File: src/pmd_pkg.sv
// Purpose: shared constants and types of the parallel move decoder
// Assumes: 24-bit instruction words, 56-bit accumulators
// Notes: register codes of the accumulators are fixed here for all forms
package pmd_pkg;
  localparam int WORD_W = 24;
  localparam int ACC_W = 56;
  localparam logic [3:0] XR1_TOP = 4'h1;
  localparam logic [6:0] XR2_TOP = 7'h04;
  localparam logic [12:0] LDISP_TOP = 13'h016e;
  localparam logic [6:0] SDISP_TOP = 7'h01;
  localparam int BIT_DIR = 15;
  localparam int BIT_FORM = 14;
  localparam logic [5:0] EA_ABS_LONG = 6'h30;
  localparam logic [5:0] EA_IMM = 6'h34;
  localparam logic [5:0] REG_ACC_A = 6'h0e;
  localparam logic [5:0] REG_ACC_B = 6'h0f;
  localparam logic [1:0] MSEL_ACC_A = 2'h2;
  localparam logic [1:0] MSEL_ACC_B = 2'h3;
  localparam logic [23:0] SAT_POS = 24'h7fffff;
  localparam logic [23:0] SAT_NEG = 24'h800000;

  typedef enum logic [2:0] {
    FORM_NONE, FORM_XR1, FORM_XR2, FORM_YEA, FORM_YABS, FORM_YR2,
    FORM_YLDISP, FORM_YSDISP
  } pmd_form_type;

  typedef enum logic {ST_IDLE, ST_EXT} pmd_fsm_type;

  typedef struct packed {
    logic valid;
    pmd_form_type form;
    logic y_space;
    logic mem_write;
    logic [5:0] ea;
    logic [5:0] short_addr;
    logic [2:0] ptr;
    logic [23:0] disp;
    logic ext_used;
    logic [23:0] ext;
    logic [5:0] reg_code;
    logic copy_valid;
    logic copy_src_b;
    logic copy_dst_1;
    logic acc_load;
    logic acc_sel_b;
    logic store_sat;
    logic [23:0] store_data;
  } pmd_move_type;

  typedef struct packed {
    logic valid;
    logic [7:0] op;
  } pmd_alu_type;

  typedef struct packed {
    pmd_fsm_type fsm;
    logic [23:0] insn;
    pmd_move_type move;
    pmd_alu_type alu;
    logic ext_req;
    logic insn_ready;
    logic illegal;
  } pmd_state_type;
endpackage

File: src/pmd_decoder.sv
// Purpose: decode and issue X-plus-register and Y memory parallel moves
// Assumes: program memory and data ALU run on sys_clk, no synchronisers
// Notes: one instruction in flight; extension word stalls the fetch side
`timescale 1ns/1ps
module pmd_decoder (
  input wire logic sys_clk,
  input wire logic arst_n,
  input wire logic insn_valid,
  input wire logic [23:0] insn_word,
  input wire logic ext_valid,
  input wire logic [23:0] ext_word,
  input wire logic [55:0] acc_one,
  input wire logic [55:0] acc_two,
  output pmd_pkg::pmd_move_type move,
  output pmd_pkg::pmd_alu_type alu,
  output logic insn_ready,
  output logic ext_req,
  output logic illegal
);
  import pmd_pkg::*;

  // ----------------------------------------------------------------
  // decode helpers
  // ----------------------------------------------------------------
  function automatic logic ea_long(input logic [5:0] ea);
    ea_long = (ea == EA_ABS_LONG) || (ea == EA_IMM);
  endfunction

  function automatic pmd_move_type decode(input logic [23:0] w);
    pmd_move_type m;
    m = '0;
    m.form = FORM_NONE;
    m.mem_write = !w[BIT_DIR];
    m.ea = w[13:8];
    // no hazard check on sources: aliasing ALU and move is legal
    if (w[23:20] == XR1_TOP && !w[BIT_FORM]) begin
      m.form = FORM_XR1;
      m.reg_code = {4'h0, w[19:18]};
      m.copy_valid = 1'b1;
      m.copy_src_b = w[17];
      m.copy_dst_1 = w[16];
    end else if (w[23:22] == 2'b01 && w[19]) begin
      m.y_space = 1'b1;
      m.reg_code = {1'b0, w[21:20], w[18:16]};
      if (w[BIT_FORM]) begin
        m.form = FORM_YEA;
      end else begin
        m.form = FORM_YABS;
        m.short_addr = w[13:8];
      end
    end else if (w[23:17] == XR2_TOP && !w[BIT_FORM]) begin
      m.form = w[BIT_DIR] ? FORM_YR2 : FORM_XR2;
      m.y_space = w[BIT_DIR];
      m.mem_write = 1'b1;
      m.acc_load = 1'b1;
      m.acc_sel_b = w[16];
      m.reg_code = w[16] ? REG_ACC_B : REG_ACC_A;
    end else if (w[23:11] == LDISP_TOP && w[7]) begin
      m.form = FORM_YLDISP;
      m.y_space = 1'b1;
      m.mem_write = !w[6];
      m.ptr = w[10:8];
      m.reg_code = w[5:0];
    end else if (w[23:17] == SDISP_TOP && w[7] && w[5]) begin
      m.form = FORM_YSDISP;
      m.y_space = 1'b1;
      m.mem_write = !w[4];
      m.ptr = w[10:8];
      m.reg_code = {2'b00, w[3:0]};
      m.disp = {{17{w[16]}}, w[16:11], w[6]};
    end
    decode = m;
  endfunction

  function automatic logic wants_ext(input pmd_move_type m);
    wants_ext = (m.form == FORM_YLDISP) ||
      ((m.form == FORM_XR1 || m.form == FORM_YEA) && ea_long(m.ea));
  endfunction

  function automatic logic is_parallel(input pmd_form_type f);
    is_parallel = (f != FORM_NONE) && (f != FORM_YLDISP) &&
      (f != FORM_YSDISP);
  endfunction

  // limiting keeps an extended accumulator from wrapping in memory
  function automatic logic [24:0] limit(input logic [55:0] a);
    if (a[55:47] == {9{a[55]}}) begin
      limit = {1'b0, a[47:24]};
    end else begin
      limit = {1'b1, a[55] ? SAT_NEG : SAT_POS};
    end
  endfunction

  function automatic pmd_move_type finish(input pmd_move_type m,
      input logic [55:0] a1, input logic [55:0] a2);
    pmd_move_type r;
    logic src_acc;
    logic src_b;
    r = m;
    src_acc = 1'b0;
    src_b = 1'b0;
    if (m.form == FORM_XR1) begin
      src_acc = m.reg_code[1:0] == MSEL_ACC_A ||
        m.reg_code[1:0] == MSEL_ACC_B;
      src_b = m.reg_code[1:0] == MSEL_ACC_B;
    end else if (m.form == FORM_XR2 || m.form == FORM_YR2) begin
      src_acc = 1'b1;
      src_b = m.acc_sel_b;
    end else begin
      src_acc = m.reg_code == REG_ACC_A || m.reg_code == REG_ACC_B;
      src_b = m.reg_code == REG_ACC_B;
    end
    {r.store_sat, r.store_data} = src_b ? limit(a2) : limit(a1);
    r.store_sat = r.store_sat && src_acc && m.mem_write;
    r.valid = 1'b1;
    finish = r;
  endfunction

  // ----------------------------------------------------------------
  // state
  // ----------------------------------------------------------------
  pmd_state_type s_q;
  pmd_state_type s_d;
  pmd_move_type dec;
  logic take;

  assign dec = decode(insn_word);
  assign take = insn_valid && s_q.insn_ready;

  always_comb begin
    s_d = s_q;
    s_d.move.valid = 1'b0;
    s_d.move.copy_valid = 1'b0;
    s_d.alu.valid = 1'b0;
    s_d.illegal = 1'b0;
    case (s_q.fsm)
      ST_IDLE: begin
        s_d.insn_ready = 1'b1;
        if (take && dec.form != FORM_NONE) begin
          s_d.insn = insn_word;
          if ((dec.form == FORM_XR2 || dec.form == FORM_YR2) &&
              ea_long(insn_word[13:8])) begin
            s_d.illegal = 1'b1;
          end else if (wants_ext(dec)) begin
            s_d.move = dec;
            s_d.move.valid = 1'b0;
            s_d.move.copy_valid = 1'b0;
            s_d.fsm = ST_EXT;
            s_d.ext_req = 1'b1;
            s_d.insn_ready = 1'b0;
          end else begin
            s_d.move = finish(dec, acc_one, acc_two);
            // copy strobe issues with the move, visible next cycle
            s_d.alu.valid = is_parallel(dec.form);
            s_d.alu.op = insn_word[7:0];
          end
        end
      end
      ST_EXT: begin
        s_d.insn_ready = 1'b0;
        if (ext_valid) begin
          s_d.move = finish(s_q.move, acc_one, acc_two);
          s_d.move.ext_used = 1'b1;
          s_d.move.ext = ext_word;
          s_d.move.copy_valid = s_q.move.form == FORM_XR1;
          if (s_q.move.form == FORM_YLDISP) begin
            s_d.move.disp = ext_word;
          end
          s_d.alu.valid = is_parallel(s_q.move.form);
          s_d.alu.op = s_q.insn[7:0];
          s_d.fsm = ST_IDLE;
          s_d.ext_req = 1'b0;
          s_d.insn_ready = 1'b1;
        end
      end
      default: begin
        s_d = '0;
      end
    endcase
  end

  always_ff @(posedge sys_clk or negedge arst_n) begin
    if (!arst_n) begin
      s_q <= '0;
    end else begin
      s_q <= s_d;
    end
  end

  assign move = s_q.move;
  assign alu = s_q.alu;
  assign insn_ready = s_q.insn_ready;
  assign ext_req = s_q.ext_req;
  assign illegal = s_q.illegal;
endmodule

File: config.mk
export PLATFORM = sky130hd
export DESIGN_NAME = pmd_decoder
export DESIGN_NICKNAME = d
export VERILOG_FILES = /design/src/pmd_pkg.sv /design/src/pmd_decoder.sv
export SDC_FILE = /design/constraint.sdc
export NUM_CORES = 1
export LEC_CHECK = 0
export ABC_AREA = 1
export BUFFER_PORTS_ARGS = -buffer_cell sky130_fd_sc_hd__buf_2
export CAP_MARGIN = 10
export CORE_MARGIN = 1.5
export CORE_UTILIZATION = 50
export DETAILED_ROUTE_END_ITERATION = 6
export PLACE_DENSITY = 0.88
export RECOVER_POWER = 25
export SLEW_MARGIN = 20
export SYNTH_ARGS = -nofsm -noshare
export SYNTH_HDL_FRONTEND = slang
export SYNTH_SLANG_ARGS = --single-unit
export TNS_END_PERCENT = 5
File: constraint.sdc
create_clock -name sys_clk -period 2.35 [get_ports sys_clk]
set_input_delay 0.1175 -clock sys_clk [delete_from_list [all_inputs] [get_ports sys_clk]]
set_output_delay 0.1175 -clock sys_clk [all_outputs]
set_load 0.1 [all_outputs]
==> summary.txt <==
First-pass GRT wire length - 34800 um
Layout area overhead - 20.5%
Nature of the critical path startpoint - primary input
Total GRT Usage - 27.4%
Vias in the first global route - 7017
Crit path max fanout - 25
Setup WS post-layout - 0.102 ns
Post-synth EDFFs - 0
Num CTS Buffers - 17
Ys flop type - dfrtp_1
Yosys reg bits - 127
Fraction of layout cells with a size suffix above 1 - 28.4%
H-tree levels - 4
DR vias - 7484
Syn Nets - 1195
Nature of the critical path endpoint - flop
Worst path required time - 2.68 ns
Status - complete, but fails checks
Slew Limit Fails - 69
Commonest non-fill, non-tap cell in the layout - nand2_1
Max capacitance violation total - 1
Worst vdd rail ir drop - 0.596 mV
Die Width - 126 um
WS Path Type - primary input to flop
TritonRoute pass-1 iters - 6
GRT Residual Overflow - 0
Crit path cell chain - dlygate4sd3_1 > buf_2 > inv_1 > nor2_1 > nand3_1 > nand2_1 > nor2_1 > nand4_2 > nand2_2 > nor2_8 > nand2_8 > nand2_4 > inv_2 > buf_12 > nor2_1 > a21oi_1
Root Buffer - clkbuf_16
Asr flop ratio synth - 100%
Die Ht - 126 um
Crit path arrival time - 2.58 ns
Fin util - 62.5%
Antenna Cells - 0
CTS Buffer Depth - 2
Pwr dens - 956 mW/mm^2
Routed WL - 22000 um
Clock transition at the registers of the reported paths - 0.06 ns
Detail Route Antenna Nets - 0
Vias per cell - 5.42
CP top delay family - buffers and inverters
Drt initial violations - 741
Hold Fails Final Rpt - 0
CP most frequent cell - nor2_1
IO Pins - 282
Avg Synthesized Cell Area - 7.40 um^2
Clk sinks - 127
Lkg Pwr - 0.00497 uW
Final setup vio count - 0
Crit path largest cell delay - 0.53 ns
Synth warnings - 0
Largest net degree at the start of global routing - 69
WP buf/inv - 5
Total negative slack - 0 ns
Worst Hold Class - primary input to flop
Mapped cell area - 0.00762 mm^2
Initial core utilization - 51.9%
Sequential element share of the synthesized area - 41.7%
Worst-Margin Slew - 1.75 ns
Number of setup buffers added after CTS - 0
Max frequency - 445 MHz
Clk_lat worst skew - 0.41 ns
Cells after synthesis - 1031
Max stage delay cell, worst path - dlygate4sd3_1
Failing checks - capacitance limit, slew limit
Layout Nets - 1349
GPL Wtd Cong - 0.939
CTS tree - built
IO Port Bufs - 233
Slew margin rel. - -16.9%
Routed wire per std cell - 15.9 um
Skew final - 0.0111 ns
Dpl hpwl - 14600 um
Drt drc - 0
Initial antenna violation count - 0
Fin crit share - 95.7%
Min Tclk post-route - 2.25 ns
DIE AREA - 0.0160 mm^2
Number of distinct library cells after synthesis - 35
Commonest non-fill, non-tap cells in the layout - nand2_1 (302), buf_2 (232), dfrtp_1 (127)
Cell Rows - 44
Core Area - 0.0147 mm^2
Pre-CTS setup slack - 0.0613 ns
state kept, by name (all words and copies together), names as in the netlist:
name / flops
insn_ready: 1
s_q: 9
ext_req: 1
alu: 9
move: 106
illegal: 1
layer usage:
layer / global-route usage, % / vias up / wire length (um)
met5: 0 / - / 0
met1: 34.1 / 3500 / 8730
met2: 45.4 / 393 / 10800
li1: - / 3526 / -
met3: 5.61 / 65 / 1620
met4: 13.6 / 0 / 854
repair_timing:
action                                  4_1_cts  5_1_grt
resized for setup                             0        6
endpoints found under the setup margin        0       48
hold buffers                                 37        0
endpoints found under the hold margin       132        0
worst register-to-register path: stages, from the launching register on:
cell,delay [ns]
dfrtp_1,0.39
inv_1,0.08
nor2_1,0.13
nand2_1,0.09
nand2_1,0.11
nand2_1,0.06
o211ai_1,0.10
nand2_1,0.12
buf_4,0.24
nand2_1,0.11
nand2_1,0.05
a21oi_1,0.13
nor2_1,0.07
a21oi_1,0.16
per-stage QoR:
| step | hold WS (ns) | total power, uW | cell area (um^2) | instances |
|---|---|---|---|---|
| after global placement | 0.164 | 6240 | 8210 | 1312 |
| after floorplan | -0.178 | 6070 | 7620 | 1031 |
| final | 0.0296 | 8780 | 9190 | 1382 |
| after CTS | 0.00144 | 8800 | 9140 | 1381 |
| after detailed placement | 0.173 | 6290 | 8210 | 1312 |
| after global routing | 0.0271 | 9110 | 9190 | 1382 |
kinds of logic (layout without fill, tap and decap cells):
family	after synthesis	after routing	share of synthesized area, %
buf+inv	222	389	17.4
compound gates	140	140	10.2
flops	127	127	41.7
simple gates	542	542	30.7
final timing paths:
path	slack, ns	cells after the start	to	startpoint
worst max-delay path	0.10	16	move[24]$_DFFE_PN0P_	insn_word[5]
max in group asynchronous	0.39	3	move[101]$_DFFE_PN0P_	arst_n
min in group asynchronous	0.71	2	move[8]$_DFFE_PN0P_	arst_n
worst max register to register	0.43	13	move[2]$_DFFE_PN0P_	move[102]$_DFFE_PN0P_
worst min register to register	0.47	2	move[57]$_DFFE_PN0P_	move[57]$_DFFE_PN0P_
worst min-delay path	0.03	3	s_q[124]$_DFFE_PN0P_	insn_word[6]
where the power goes:
| part | internal, uW | switching (uW) |
|---|---|---|
| logic | 591 | 3000 |
| clock network | 1420 | 1040 |
| registers | 2530 | 196 |
| total | 4550 | 4240 |
final cells by class:
| cell class | count | area [um^2] |
|---|---|---|
| Clock buffer | 19 | 453 |
| Clock inverter | 13 | 106 |
| Fill cell | 1273 | 5510 |
| Inverter | 58 | 218 |
| Multi-Input combinational cell | 682 | 3160 |
| Sequential cell | 127 | 3180 |
| Tap cell | 184 | 230 |
| Timing Repair Buffer | 299 | 1840 |
Yosys cell counts, drive strengths merged, types with 15 or more instances:
cell,instances,area [um^2]
a21oi,52,260
nand2,308,1180
dfrtp,127,3180
nand3,77,405
o21ai,47,239
inv,56,210
nand4,15,106
or2,24,150
nor2,106,427
buf,144,1040
clkbuf,20,75.1
a31oi,26,163
(Power assumes the default switching activity.)
